--- src/panel_pkg.sv ---
/*
  shared constants, types and register map of the panel setting logic.
  assumes a 200 mhz system clock and 32-bit axi4-lite register access.
*/
package panel_pkg;

  // clock and time base
  localparam int CLK_PERIOD_NS = 5;
  localparam int MS_NS = 1000000;
  localparam int MS_CYCLES_DEF = MS_NS / CLK_PERIOD_NS;
  localparam int SEC_MS = 1000;
  localparam int INIT_HOLD_MS = 3000;
  localparam int BACK_HOLD_MS = 1000;
  localparam int SAMPLE_MS = 250;

  // setting ranges
  localparam int ZC_THR_MAX = 99;
  localparam int RET_MAX = 99;
  localparam int PROT_MAX = 19;
  localparam int PASS_MAX = 9999;
  localparam int PASS_MIN = -1999;

  // register byte offsets
  localparam logic [11:0] SETTINGS_OFS = 12'h000;
  localparam logic [11:0] STATUS_OFS = 12'h004;
  localparam logic [11:0] VALUE_OFS = 12'h008;

  // settings register fields
  localparam int F_ZC_EN = 0;
  localparam int F_COLOR = 4;
  localparam int F_ZC_THR = 8;
  localparam int F_RET = 16;
  localparam int F_PROT = 24;

  // status register fields
  localparam int F_LEVEL = 0;
  localparam int F_VIEW = 2;
  localparam int F_PARAM = 4;
  localparam int F_GREEN = 8;
  localparam int F_RED = 9;
  localparam int F_BLINK = 10;

  // axi responses
  localparam logic [1:0] RESP_OKAY = 2'h0;
  localparam logic [1:0] RESP_SLVERR = 2'h2;

  // level indicator characters
  localparam logic [3:0] CHAR_NONE = 4'h0;
  localparam logic [3:0] CHAR_INIT = 4'h5;
  localparam logic [3:0] CHAR_ADV = 4'hf;
  localparam logic [3:0] CHAR_PROT = 4'hc;

  typedef enum logic [1:0] {LVL_OP, LVL_INIT, LVL_ADV, LVL_PROT} level_t;
  typedef enum logic [1:0] {VIEW_NAME, VIEW_VALUE, VIEW_CHANGE} view_t;
  typedef enum logic [2:0] {P_ZC_EN, P_ZC_THR, P_COLOR, P_RET, P_PROT,
    P_PASS} param_t;
  typedef enum logic [1:0] {COL_GREEN_RED, COL_GREEN, COL_RED_GREEN,
    COL_RED} color_t;

  typedef struct packed {
    logic zc_en;
    logic [6:0] zc_thr;
    color_t color;
    logic [6:0] ret;
    logic [4:0] prot;
  } settings_t;

  localparam settings_t SETTINGS_RST = '{1'b0, 7'h00, COL_GREEN_RED,
    7'h00, 5'h05};

  typedef struct packed {
    logic mode;
    logic shift;
    logic up;
  } keys_t;

  typedef struct packed {
    logic awvalid;
    logic [11:0] awaddr;
    logic wvalid;
    logic [31:0] wdata;
    logic [3:0] wstrb;
    logic bready;
    logic arvalid;
    logic [11:0] araddr;
    logic rready;
  } axi_req_t;

  typedef struct packed {
    logic awready;
    logic wready;
    logic bvalid;
    logic [1:0] bresp;
    logic arready;
    logic rvalid;
    logic [31:0] rdata;
    logic [1:0] rresp;
  } axi_rsp_t;

endpackage : panel_pkg

--- src/panel_setting_menu_control.sv ---
/*
  front-panel setting menu: key levels, five advanced settings, zero clamp,
  indicator colour, idle return and protect-level entry; axi4-lite slave.
  assumes key pins are asynchronous and active high, process value and
  comparative output come from logic on clk_sys, and nv storage outside.
*/
// Design decisions made here: the register offsets and the AXI4-Lite interface to the registers.
`timescale 1ns/1ps
module panel_setting_menu_control #(
  parameter int MS_CYCLES = panel_pkg::MS_CYCLES_DEF,
  parameter logic signed [15:0] PASSWORD = 16'shff57
)(
  input wire logic clk_sys,
  input wire logic rst,
  input wire panel_pkg::axi_req_t axi_req,
  output panel_pkg::axi_rsp_t axi_rsp,
  input wire panel_pkg::keys_t key_pins,
  input wire logic signed [15:0] process_value,
  input wire logic comp_out,
  input wire panel_pkg::settings_t nv_settings,
  output panel_pkg::settings_t settings,
  output logic nv_store,
  output logic signed [15:0] disp_value,
  output logic disp_green,
  output logic disp_red,
  output logic disp_blink,
  output logic [3:0] level_char,
  output panel_pkg::level_t level
);

  function automatic logic signed [15:0] value_of(
    panel_pkg::param_t p, panel_pkg::settings_t s);
    unique case (p)
      panel_pkg::P_ZC_EN: value_of = {15'h0000, s.zc_en};
      panel_pkg::P_ZC_THR: value_of = {9'h000, s.zc_thr};
      panel_pkg::P_COLOR: value_of = {14'h0000, s.color};
      panel_pkg::P_RET: value_of = {9'h000, s.ret};
      panel_pkg::P_PROT: value_of = {11'h000, s.prot};
      default: value_of = 16'h0000;
    endcase
  endfunction : value_of

  function automatic logic signed [15:0] max_of(panel_pkg::param_t p);
    unique case (p)
      panel_pkg::P_ZC_EN: max_of = 16'h0001;
      panel_pkg::P_ZC_THR: max_of = 16'(panel_pkg::ZC_THR_MAX);
      panel_pkg::P_COLOR: max_of = 16'h0003;
      panel_pkg::P_RET: max_of = 16'(panel_pkg::RET_MAX);
      panel_pkg::P_PROT: max_of = 16'(panel_pkg::PROT_MAX);
      default: max_of = 16'(panel_pkg::PASS_MAX);
    endcase
  endfunction : max_of

  function automatic logic [6:0] sat7(logic [6:0] v, int lim);
    sat7 = (v > 7'(lim)) ? 7'(lim) : v;
  endfunction : sat7

  function automatic panel_pkg::settings_t clean(panel_pkg::settings_t s);
    clean = s;
    clean.zc_thr = sat7(s.zc_thr, panel_pkg::ZC_THR_MAX);
    clean.ret = sat7(s.ret, panel_pkg::RET_MAX);
    clean.prot = (s.prot > 5'(panel_pkg::PROT_MAX)) ?
      5'(panel_pkg::PROT_MAX) : s.prot;
  endfunction : clean

  function automatic logic [31:0] pack_settings(panel_pkg::settings_t s);
    pack_settings = 32'h00000000;
    pack_settings[panel_pkg::F_ZC_EN] = s.zc_en;
    pack_settings[panel_pkg::F_COLOR +: 2] = s.color;
    pack_settings[panel_pkg::F_ZC_THR +: 7] = s.zc_thr;
    pack_settings[panel_pkg::F_RET +: 7] = s.ret;
    pack_settings[panel_pkg::F_PROT +: 5] = s.prot;
  endfunction : pack_settings

  // key synchronisers and edges
  panel_pkg::keys_t key_meta;
  panel_pkg::keys_t key_sync;
  panel_pkg::keys_t key_prev;
  always_ff @(posedge clk_sys or posedge rst)
  begin
    if (rst)
    begin
      key_meta <= '0;
      key_sync <= '0;
      key_prev <= '0;
    end
    else
    begin
      key_meta <= key_pins;
      key_sync <= key_meta;
      key_prev <= key_sync;
    end
  end

  logic key_change;
  logic mode_rel;
  logic shift_press;
  logic up_press;
  assign key_change = (key_sync != key_prev);
  assign mode_rel = !key_sync.mode && key_prev.mode;
  assign shift_press = key_sync.shift && !key_prev.shift;
  assign up_press = key_sync.up && !key_prev.up;

  // millisecond time base
  logic [17:0] ms_div;
  logic ms_tick;
  assign ms_tick = (ms_div == 18'(MS_CYCLES - 1));
  always_ff @(posedge clk_sys or posedge rst)
  begin
    if (rst)
      ms_div <= 18'h00000;
    else if (ms_tick)
      ms_div <= 18'h00000;
    else
      ms_div <= ms_div + 18'h00001;
  end

  // time since last key change, restarted per press or release
  logic [16:0] since_ms;
  always_ff @(posedge clk_sys or posedge rst)
  begin
    if (rst)
      since_ms <= 17'h00000;
    else if (key_change)
      since_ms <= 17'h00000;
    else if (ms_tick && since_ms != 17'h1ffff)
      since_ms <= since_ms + 17'h00001;
  end

  // sampling of process value and comparative output
  logic [7:0] samp_ms;
  logic signed [15:0] pv_sample;
  logic comp_sample;
  always_ff @(posedge clk_sys or posedge rst)
  begin
    if (rst)
    begin
      samp_ms <= 8'h00;
      pv_sample <= 16'sh0000;
      comp_sample <= 1'b0;
    end
    else if (ms_tick)
    begin
      if (samp_ms == 8'(panel_pkg::SAMPLE_MS - 1))
      begin
        samp_ms <= 8'h00;
        pv_sample <= process_value;
        comp_sample <= comp_out;
      end
      else
        samp_ms <= samp_ms + 8'h01;
    end
  end

  // menu decisions
  panel_pkg::view_t view;
  panel_pkg::param_t param;
  logic signed [15:0] edit;
  logic hold_fired;
  logic [16:0] ret_ms;
  logic [16:0] prot_ms;
  logic mode_short;
  logic mode_only;
  logic auto_ret;
  logic commit;
  assign ret_ms = 17'(settings.ret) * 17'(panel_pkg::SEC_MS);
  assign prot_ms = ((settings.prot == 5'h00) ? 17'h00001 :
    17'(settings.prot)) * 17'(panel_pkg::SEC_MS);
  assign mode_short = mode_rel && !hold_fired;
  assign mode_only = (key_sync == panel_pkg::keys_t'(3'b100)) && !hold_fired;
  assign auto_ret = (settings.ret != 7'h00) && (key_sync == '0) &&
    (since_ms == ret_ms) && (level != panel_pkg::LVL_OP);
  assign commit = (level == panel_pkg::LVL_ADV) &&
    (view == panel_pkg::VIEW_CHANGE) && (mode_short || auto_ret);

  function automatic panel_pkg::param_t next_param(panel_pkg::param_t p,
    logic en);
    unique case (p)
      panel_pkg::P_ZC_EN: next_param = en ? panel_pkg::P_ZC_THR :
        panel_pkg::P_COLOR;
      panel_pkg::P_ZC_THR: next_param = panel_pkg::P_COLOR;
      panel_pkg::P_COLOR: next_param = panel_pkg::P_RET;
      panel_pkg::P_RET: next_param = panel_pkg::P_PROT;
      default: next_param = panel_pkg::P_ZC_EN;
    endcase
  endfunction : next_param

  always_ff @(posedge clk_sys or posedge rst)
  begin
    if (rst)
    begin
      level <= panel_pkg::LVL_OP;
      view <= panel_pkg::VIEW_NAME;
      param <= panel_pkg::P_PASS;
      edit <= 16'sh0000;
      hold_fired <= 1'b0;
    end
    else if (auto_ret)
    begin
      level <= panel_pkg::LVL_OP;
      view <= panel_pkg::VIEW_NAME;
    end
    else if (key_change && key_sync.mode && !key_prev.mode)
      hold_fired <= 1'b0;
    else if (mode_only && level == panel_pkg::LVL_OP &&
      since_ms == 17'(panel_pkg::INIT_HOLD_MS))
    begin
      level <= panel_pkg::LVL_INIT;
      view <= panel_pkg::VIEW_NAME;
      param <= panel_pkg::P_PASS;
      edit <= 16'sh0000;
      hold_fired <= 1'b1;
    end
    else if (mode_only && level != panel_pkg::LVL_OP &&
      since_ms == 17'(panel_pkg::BACK_HOLD_MS))
    begin
      level <= (level == panel_pkg::LVL_ADV) ? panel_pkg::LVL_INIT :
        panel_pkg::LVL_OP;
      view <= panel_pkg::VIEW_NAME;
      param <= panel_pkg::P_PASS;
      hold_fired <= 1'b1;
    end
    else if (level == panel_pkg::LVL_OP && key_sync.shift && key_sync.up &&
      !key_sync.mode && since_ms == prot_ms)
      level <= panel_pkg::LVL_PROT;
    else if (level == panel_pkg::LVL_INIT || level == panel_pkg::LVL_ADV)
    begin
      if (shift_press && view == panel_pkg::VIEW_NAME)
      begin
        view <= panel_pkg::VIEW_VALUE;
        if (level == panel_pkg::LVL_ADV)
          edit <= value_of(param, settings);
      end
      else if (shift_press && view == panel_pkg::VIEW_VALUE)
        view <= panel_pkg::VIEW_CHANGE;
      else if (up_press && view == panel_pkg::VIEW_CHANGE)
      begin
        if (edit == max_of(param))
          edit <= (param == panel_pkg::P_PASS) ?
            16'(panel_pkg::PASS_MIN) : 16'sh0000;
        else
          edit <= edit + 16'sh0001;
      end
      else if (mode_short && level == panel_pkg::LVL_INIT)
      begin
        view <= panel_pkg::VIEW_NAME;
        if (view == panel_pkg::VIEW_CHANGE && edit == PASSWORD)
        begin
          level <= panel_pkg::LVL_ADV;
          param <= panel_pkg::P_ZC_EN;
        end
      end
      else if (mode_short)
      begin
        view <= panel_pkg::VIEW_NAME;
        param <= next_param(param, (param == panel_pkg::P_ZC_EN &&
          view == panel_pkg::VIEW_CHANGE) ? edit[0] : settings.zc_en);
      end
    end
  end

  // axi4-lite slave
  logic [11:0] wr_addr;
  logic [31:0] wr_data;
  logic [3:0] wr_strb;
  logic wr_go;
  logic [31:0] status_word;
  assign wr_go = !axi_rsp.awready && !axi_rsp.wready && !axi_rsp.bvalid;
  always_comb
  begin
    status_word = 32'h00000000;
    status_word[panel_pkg::F_LEVEL +: 2] = level;
    status_word[panel_pkg::F_VIEW +: 2] = view;
    status_word[panel_pkg::F_PARAM +: 3] = param;
    status_word[panel_pkg::F_GREEN] = disp_green;
    status_word[panel_pkg::F_RED] = disp_red;
    status_word[panel_pkg::F_BLINK] = disp_blink;
  end

  always_ff @(posedge clk_sys or posedge rst)
  begin
    if (rst)
    begin
      axi_rsp <= '0;
      axi_rsp.awready <= 1'b1;
      axi_rsp.wready <= 1'b1;
      axi_rsp.arready <= 1'b1;
      wr_addr <= 12'h000;
      wr_data <= 32'h00000000;
      wr_strb <= 4'h0;
    end
    else
    begin
      if (axi_req.awvalid && axi_rsp.awready)
      begin
        wr_addr <= axi_req.awaddr;
        axi_rsp.awready <= 1'b0;
      end
      if (axi_req.wvalid && axi_rsp.wready)
      begin
        wr_data <= axi_req.wdata;
        wr_strb <= axi_req.wstrb;
        axi_rsp.wready <= 1'b0;
      end
      if (wr_go)
      begin
        axi_rsp.bvalid <= 1'b1;
        unique case ({wr_addr[11:2], 2'b00})
          panel_pkg::SETTINGS_OFS,
          panel_pkg::STATUS_OFS,
          panel_pkg::VALUE_OFS: axi_rsp.bresp <= panel_pkg::RESP_OKAY;
          default: axi_rsp.bresp <= panel_pkg::RESP_SLVERR;
        endcase
      end
      if (axi_rsp.bvalid && axi_req.bready)
      begin
        axi_rsp.bvalid <= 1'b0;
        axi_rsp.awready <= 1'b1;
        axi_rsp.wready <= 1'b1;
      end
      if (axi_req.arvalid && axi_rsp.arready)
      begin
        axi_rsp.arready <= 1'b0;
        axi_rsp.rvalid <= 1'b1;
        axi_rsp.rresp <= panel_pkg::RESP_OKAY;
        unique case ({axi_req.araddr[11:2], 2'b00})
          panel_pkg::SETTINGS_OFS: axi_rsp.rdata <= pack_settings(settings);
          panel_pkg::STATUS_OFS: axi_rsp.rdata <= status_word;
          panel_pkg::VALUE_OFS: axi_rsp.rdata <= 32'(disp_value);
          default:
          begin
            axi_rsp.rdata <= 32'h00000000;
            axi_rsp.rresp <= panel_pkg::RESP_SLVERR;
          end
        endcase
      end
      if (axi_rsp.rvalid && axi_req.rready)
      begin
        axi_rsp.rvalid <= 1'b0;
        axi_rsp.arready <= 1'b1;
      end
    end
  end

  // settings store, restore from nv storage after reset
  logic restored;
  logic sw_write;
  logic [31:0] lane_mask;
  logic [31:0] merged;
  panel_pkg::settings_t from_bus;
  panel_pkg::settings_t from_menu;
  assign sw_write = wr_go &&
    ({wr_addr[11:2], 2'b00} == panel_pkg::SETTINGS_OFS);
  assign lane_mask = {{8{wr_strb[3]}}, {8{wr_strb[2]}}, {8{wr_strb[1]}},
    {8{wr_strb[0]}}};
  assign merged = (pack_settings(settings) & ~lane_mask) |
    (wr_data & lane_mask);
  always_comb
  begin
    from_bus = settings;
    from_bus.zc_en = merged[panel_pkg::F_ZC_EN];
    from_bus.color = panel_pkg::color_t'(merged[panel_pkg::F_COLOR +: 2]);
    from_bus.zc_thr = merged[panel_pkg::F_ZC_THR +: 7];
    from_bus.ret = merged[panel_pkg::F_RET +: 7];
    from_bus.prot = merged[panel_pkg::F_PROT +: 5];
    from_menu = settings;
    unique case (param)
      panel_pkg::P_ZC_EN: from_menu.zc_en = edit[0];
      panel_pkg::P_ZC_THR: from_menu.zc_thr = edit[6:0];
      panel_pkg::P_COLOR: from_menu.color = panel_pkg::color_t'(edit[1:0]);
      panel_pkg::P_RET: from_menu.ret = edit[6:0];
      panel_pkg::P_PROT: from_menu.prot = edit[4:0];
      default: from_menu = settings;
    endcase
  end

  always_ff @(posedge clk_sys or posedge rst)
  begin
    if (rst)
    begin
      settings <= panel_pkg::SETTINGS_RST;
      restored <= 1'b0;
      nv_store <= 1'b0;
    end
    else if (!restored)
    begin
      settings <= clean(nv_settings);
      restored <= 1'b1;
      nv_store <= 1'b0;
    end
    else
    begin
      nv_store <= commit || sw_write;
      if (commit)
        settings <= clean(from_menu);
      else if (sw_write)
        settings <= clean(from_bus);
    end
  end

  // indicator outputs
  logic show_edit;
  assign show_edit = (view != panel_pkg::VIEW_NAME) &&
    (level == panel_pkg::LVL_INIT || level == panel_pkg::LVL_ADV);
  always_ff @(posedge clk_sys or posedge rst)
  begin
    if (rst)
    begin
      disp_value <= 16'sh0000;
      disp_blink <= 1'b0;
      level_char <= panel_pkg::CHAR_NONE;
    end
    else
    begin
      if (show_edit)
        disp_value <= edit;
      else if (settings.zc_en &&
        pv_sample < $signed({9'h000, settings.zc_thr}))
        disp_value <= 16'sh0000;
      else
        disp_value <= pv_sample;
      disp_blink <= show_edit && (view == panel_pkg::VIEW_CHANGE);
      unique case (level)
        panel_pkg::LVL_OP: level_char <= panel_pkg::CHAR_NONE;
        panel_pkg::LVL_INIT: level_char <= panel_pkg::CHAR_INIT;
        panel_pkg::LVL_ADV: level_char <= panel_pkg::CHAR_ADV;
        panel_pkg::LVL_PROT: level_char <= panel_pkg::CHAR_PROT;
      endcase
    end
  end

  always_ff @(posedge clk_sys or posedge rst)
  begin
    if (rst)
    begin
      disp_green <= 1'b1;
      disp_red <= 1'b0;
    end
    else
    begin
      unique case (settings.color)
        panel_pkg::COL_GREEN_RED: disp_green <= !comp_sample;
        panel_pkg::COL_RED_GREEN: disp_green <= comp_sample;
        panel_pkg::COL_GREEN: disp_green <= 1'b1;
        panel_pkg::COL_RED: disp_green <= 1'b0;
      endcase
      unique case (settings.color)
        panel_pkg::COL_GREEN_RED: disp_red <= comp_sample;
        panel_pkg::COL_RED_GREEN: disp_red <= !comp_sample;
        panel_pkg::COL_GREEN: disp_red <= 1'b0;
        panel_pkg::COL_RED: disp_red <= 1'b1;
      endcase
    end
  end

endmodule : panel_setting_menu_control

--- config.mk ---
export PLATFORM = sky130hd
export DESIGN_NAME = panel_setting_menu_control
export DESIGN_NICKNAME = d
export VERILOG_FILES = /design/src/panel_pkg.sv /design/src/panel_setting_menu_control.sv
export SDC_FILE = /design/constraint.sdc
export NUM_CORES = 1
export LEC_CHECK = 0
export BUFFER_PORTS_ARGS = -buffer_cell sky130_fd_sc_hd__buf_4
export CORE_ASPECT_RATIO = 1.5
export CORE_MARGIN = 2
export CORE_UTILIZATION = 45
export DETAILED_ROUTE_END_ITERATION = 6
export PLACE_DENSITY = 0.66
export SLEW_MARGIN = 20
export SYNTH_ARGS = -nofsm -noshare
export SYNTH_HDL_FRONTEND = slang
export SYNTH_SLANG_ARGS = --single-unit
--- constraint.sdc ---
create_clock -name clk_sys -period 18.5 [get_ports clk_sys]
set_input_delay 5.55 -clock clk_sys [delete_from_list [all_inputs] [get_ports clk_sys]]
set_output_delay 5.55 -clock clk_sys [all_outputs]
set_load 0.01 [all_outputs]
# After elaboration in Yosys (flattened, before gate mapping)
# Index checks and enable logic that the tools add are counted.
[op_classes]
n_reduce_logical = 87
mux = 97
order_cmp = 10
bitwise_logic = 6
addsub = 4
mul = 2
n_eq_ne = 46
[op_table]
columns = ["operator", "count"]
rows = [
  ["$mux W16", 21],
  ["$pmux W32 S3", 1],
  ["$mux W22", 3],
  ["$and A29 B29 Y29", 2],
  ["$mux W7", 8],
  ["$pmux W14 S4", 1],
  ["$mux W2", 27],
  ["$gt A7 B7 Y1 const B", 6],
  ["$logic_and A1 B1 Y1", 38],
  ["$mux W3", 12],
  ["$mux W36", 1],
  ["$pmux W7 S5", 1],
  ["$mux W17", 2],
  ["$not A29 Y29", 1],
  ["$or A29 B29 Y29", 1],
  ["$mux W5", 5],
  ["$eq A10 B1 Y1 const B", 2],
  ["$eq A10 B2 Y1 const B", 2],
  ["$logic_not A10 Y1", 2],
  ["$add A18 B1 Y18 const B", 1],
  ["$eq A18 B18 Y1 const B", 1],
  ["$mux W18", 1],
  ["$add A17 B1 Y17 const B", 1],
  ["$eq A17 B10 Y1 const B", 1],
  ["other kinds (49)", 111],
]
[word_totals]
wordCells = 294
ff_bits = 226
out_inout_bits = 89
inputBits = 109

# Logic depth before layout (Yosys ltp)
[logic_depth]
depth_word = 21
depth_mapped = 20
depth_no_buf = 17

# Worst setup path after synthesis
# No wires, ideal clock.
[synth_timing]
path_type = "input-to-reg"
startpoint = "input axi_req[12] (netlist bit)"
endpoint = "register axi_rsp[7] (netlist bit)"
path_slack_ns = 11.643
setup_time_ns = 0.083
t_required_ns = 18.417
arrival_time_ns = 6.774
path_buffers = 2
cell_stages = 8
cell_sequence = "nor4_1 > nand2_1 > or2_2 > clkbuf_1 > clkbuf_1 > nor2_1 > a21oi_1 > o21ai_0"
[synth_between]
elab_chain_len = 2
elab_cells_between_ends = 4
cone_classes = "2 x eq/ne; 1 x mux; 1 x reduce/logical"
[synth_lines]
columns = ["item", "line", "text"]
rows = [
  ["start: declaration", "panel_setting_menu_control.sv:15", "input wire panel_pkg::axi_req_t axi_req,"],
  ["$eq A10 B2 Y1, or another cell as far along", "panel_setting_menu_control.sv:326", "unique case ({axi_req.araddr[11:2], 2'b00})"],
  ["$pmux W32 S3 (*)", "panel_setting_menu_control.sv:326", ""],
  ["end: declaration", "panel_setting_menu_control.sv:16", "output panel_pkg::axi_rsp_t axi_rsp,"],
]
# Mark *: on every way between the ends. The rest lies on a longest branch, timed or not.
# A chain may end at the register's enable or synchronous reset.

# Worst setup path in the final report
[layout_timing]
startpoint = "register settings[7] (netlist bit)"
endpoint = "output settings[7] (netlist bit)"
[layout_rtl]
columns = ["item", "line", "text"]
rows = [
  ["start: declaration", "panel_setting_menu_control.sv:21", "output panel_pkg::settings_t settings,"],
  ["start signal: assignment", "panel_setting_menu_control.sv:381", "settings <= panel_pkg::SETTINGS_RST;"],
  ["start signal: assignment", "panel_setting_menu_control.sv:387", "settings <= clean(nv_settings);"],
  ["start signal: assignment", "panel_setting_menu_control.sv:395", "settings <= clean(from_menu);"],
]
# No word-level cell between the ends.

==> results.ini <==
[final_layout]
antenna_cells=0
areaGrowthSynthToFinish_pct=17.2
most-common-layout-cells=dfrtp_1, buf_4, nand2_1, inv_1, nor2_1
drive_gt1_share_pct=20.6
nets=1803
postLayoutCoreUtil_pct=53.8
mostFrequentLayoutCell=dfrtp_1

[clock_tree]
post_cts_buffers=0
cts_resized=0
path_clk_slew_ns=0.06
clock_latency_ns=0.54
clk_path_buf_depth=3
cts_buffers=22
cts_hold_buf=0
cts.sinks=211
h-tree-depth=1
cts_tree=built
cts_root_buf=clkbuf_16

[global_routing]
antenna_found_initial=0
grt_max_degree=83
grt_overflow_total=0
grtUsageTotal_pct=24.1
grt_pass1_wl_mm=61.2
grt_pass1_vias=11400

[synth]
synth_area_sq_mm=0.0136
synth_flop_cell=dfrtp_1
ys_ff_latch=211
async_flop_share_pct=100
yosysSeqAreaShare_pct=39.0
ys_warn_count=0
synthCells=1448
synth_edf_count=0
syn_avg_cell_area_sq_um=9.37
synth.distinct_cells=91

[timing]
slew_headroom_pct=32.4
finalSetupViolCount=0
fin_crit_sh_pct=38.8
finClkSkew_ns=0.0266
fin_setup_tns_ns=0
finalHoldViolations=0
drv_slew=0
tightest_slew_ns=1.01
setup_ws_ns=11.32
rsz0062_at_grt=false
min_period_ns=7.18
fmax_mhz=139

[critical_path]
max_stage_delay_ns=0.86
r2r_setup_slack_ns=12.07
slowest_stage=dfrtp_1
cp-end-kind=output port
setup.worst_path.class=flip-flop to output port
cp.required_ns=12.95
cp_cell_sequence=buf_4
path_delay_family=flip-flops
cp_max_fo=12
critPathBufInv=1
start_kind=flip-flop
cp.arrival_ns=1.63

[power_and_ir_drop]
powerDensity_mw_per_mm2=106
peakVddDrop_mv=0.0956
seqPwrFrac_pct=34.9
internal_power_mw=1.09
power.total_mw=1.68
combPwrFrac_pct=36.9
p_switching_mw=0.597
clock_power_share_pct=28.2
p_leak_nw=7.25
swShare_pct=35.5

[die]
dieArea_sq_mm=0.0316
pin_count=198
core_area_sq_mm=0.0296
initial_core_util_pct=45.9
fp.dieW_um=146
row_count=77
die_y_um=217

[placement]
pre_cts_slack_ns=11.17
io_buffers=181
gp_congestion=0.912
place_hpwl_mm=28.3

[drt]
postRouteAntennaNets=0
wl_per_cell_um=19.1
dr.pass1.iters=5
wl_mm=38.1
drtIter0Drc=884
via_per_inst=5.66
remaining_drc_errors=0
vias=11300

[job]
cap_viol_max_count=0

[status]
status=complete, no violations

[hold_path]
hold_path.class=flip-flop to flip-flop

[sequential cells by signal (all words and copies together), names as in the netlist, 2 cells and up, named ones only]
name,count
axi_rsp,35
disp_value,16
edit,16
key_meta,3
key_prev,3
key_sync,3
level,2
level_char,4
ms_div,18
param,3
pv_sample,16
samp_ms,8
settings,19
since_ms,17
view,2
wr_addr,10
wr_data,22
wr_strb,4
[power by group through the flow]
stage	Combinational [mW]	Clock, mW	Sequential [mW]
2_1_floorplan	0.484	0	0.565
3_3_place_gp	0.605	0	0.592
3_5_place_dp	0.617	0	0.595
4_1_cts	0.624	0.486	0.586
5_1_grt	0.699	0.505	0.594
6_report	0.621	0.476	0.587
[per-stage QoR]
stage | std cells | hold slack (ns) | instance area, sq um
finish | 1997 | 0.347 | 15900
global route | 1997 | 0.352 | 15900
CTS | 1996 | 0.350 | 15900
detailed placement | 1956 | 0.336 | 15100
global placement | 1956 | 0.334 | 15100
floorplan | 1449 | 0.331 | 13600
[final timing paths]
path                                 to  cells after the start   startpoint
setup / recovery            settings[7]                      1  settings[7]
hold / removal              key_sync[1]                      0  key_meta[1]
setup reg to reg              flip-flop                     17  settings[7]
hold reg to reg             key_sync[1]                      0  key_meta[1]
max in group asynchronous   since_ms[6]                      3          rst
min in group asynchronous  pv_sample[4]                      2          rst
[layer usage]
| metal | wire length, um | global-route usage (%) |
|---|---|---|
| met3 | 2120 | 3.39 |
| met2 | 19200 | 42.2 |
| met5 | 0 | 0 |
| met1 | 15200 | 29.4 |
| met4 | 1570 | 10.8 |
[layout make-up]
class                           count  area [sq um]
Sequential cell                   211          5290
Multi-Input combinational cell   1058          7500
Timing Repair Buffer              193          1450
Inverter                          100           383
Clock buffer                       29           627
Clock inverter                     11           151
Tap cell                          395           494
Fill cell                        2696         13700
[kinds of logic (layout without fill, tap and decap cells)]
| group | count (synthesis) | count (layout) | synth area share [%] |
|---|---|---|---|
| and+or+nand+nor | 461 | 461 | 16.7 |
| adders and majority gates | 109 | 109 | 11.6 |
| buffers and inverters | 180 | 333 | 5.87 |
| xor gates and xnor gates | 73 | 73 | 4.71 |
| DFF | 211 | 211 | 39.0 |
| other | 2 | 3 | 0.0554 |
| AOI/OAI and AO/OA | 328 | 328 | 15.4 |
| muxes | 84 | 84 | 6.70 |
[cells in the mapped netlist (9+ instances only)]
cell type  instances  area share [%]
fa_1              28             4.1
a31oi_1           15            0.69
o31ai_1           31             1.7
and3_1            10            0.46
nor2b_1           10            0.46
nor2_1            95             2.6
nand4_1           20            0.92
a21oi_1           93             3.4
nand3_1           49             1.8
inv_1            100             2.8
dfrtp_1          203              37
nor4_1            18            0.83
buf_2              9            0.33
xnor2_1           39             2.5
ha_1              80             7.4
a21o_1            10            0.55
nor3_1            27             1.0
xor2_1            34             2.2
o21ai_0           83             3.1
nand2_1          166             4.6
mux2_2            55             4.6
mux2i_1           29             2.1
o22ai_1            9            0.41
clkbuf_1          53             1.5
Power figures use the tool's default switching activity.
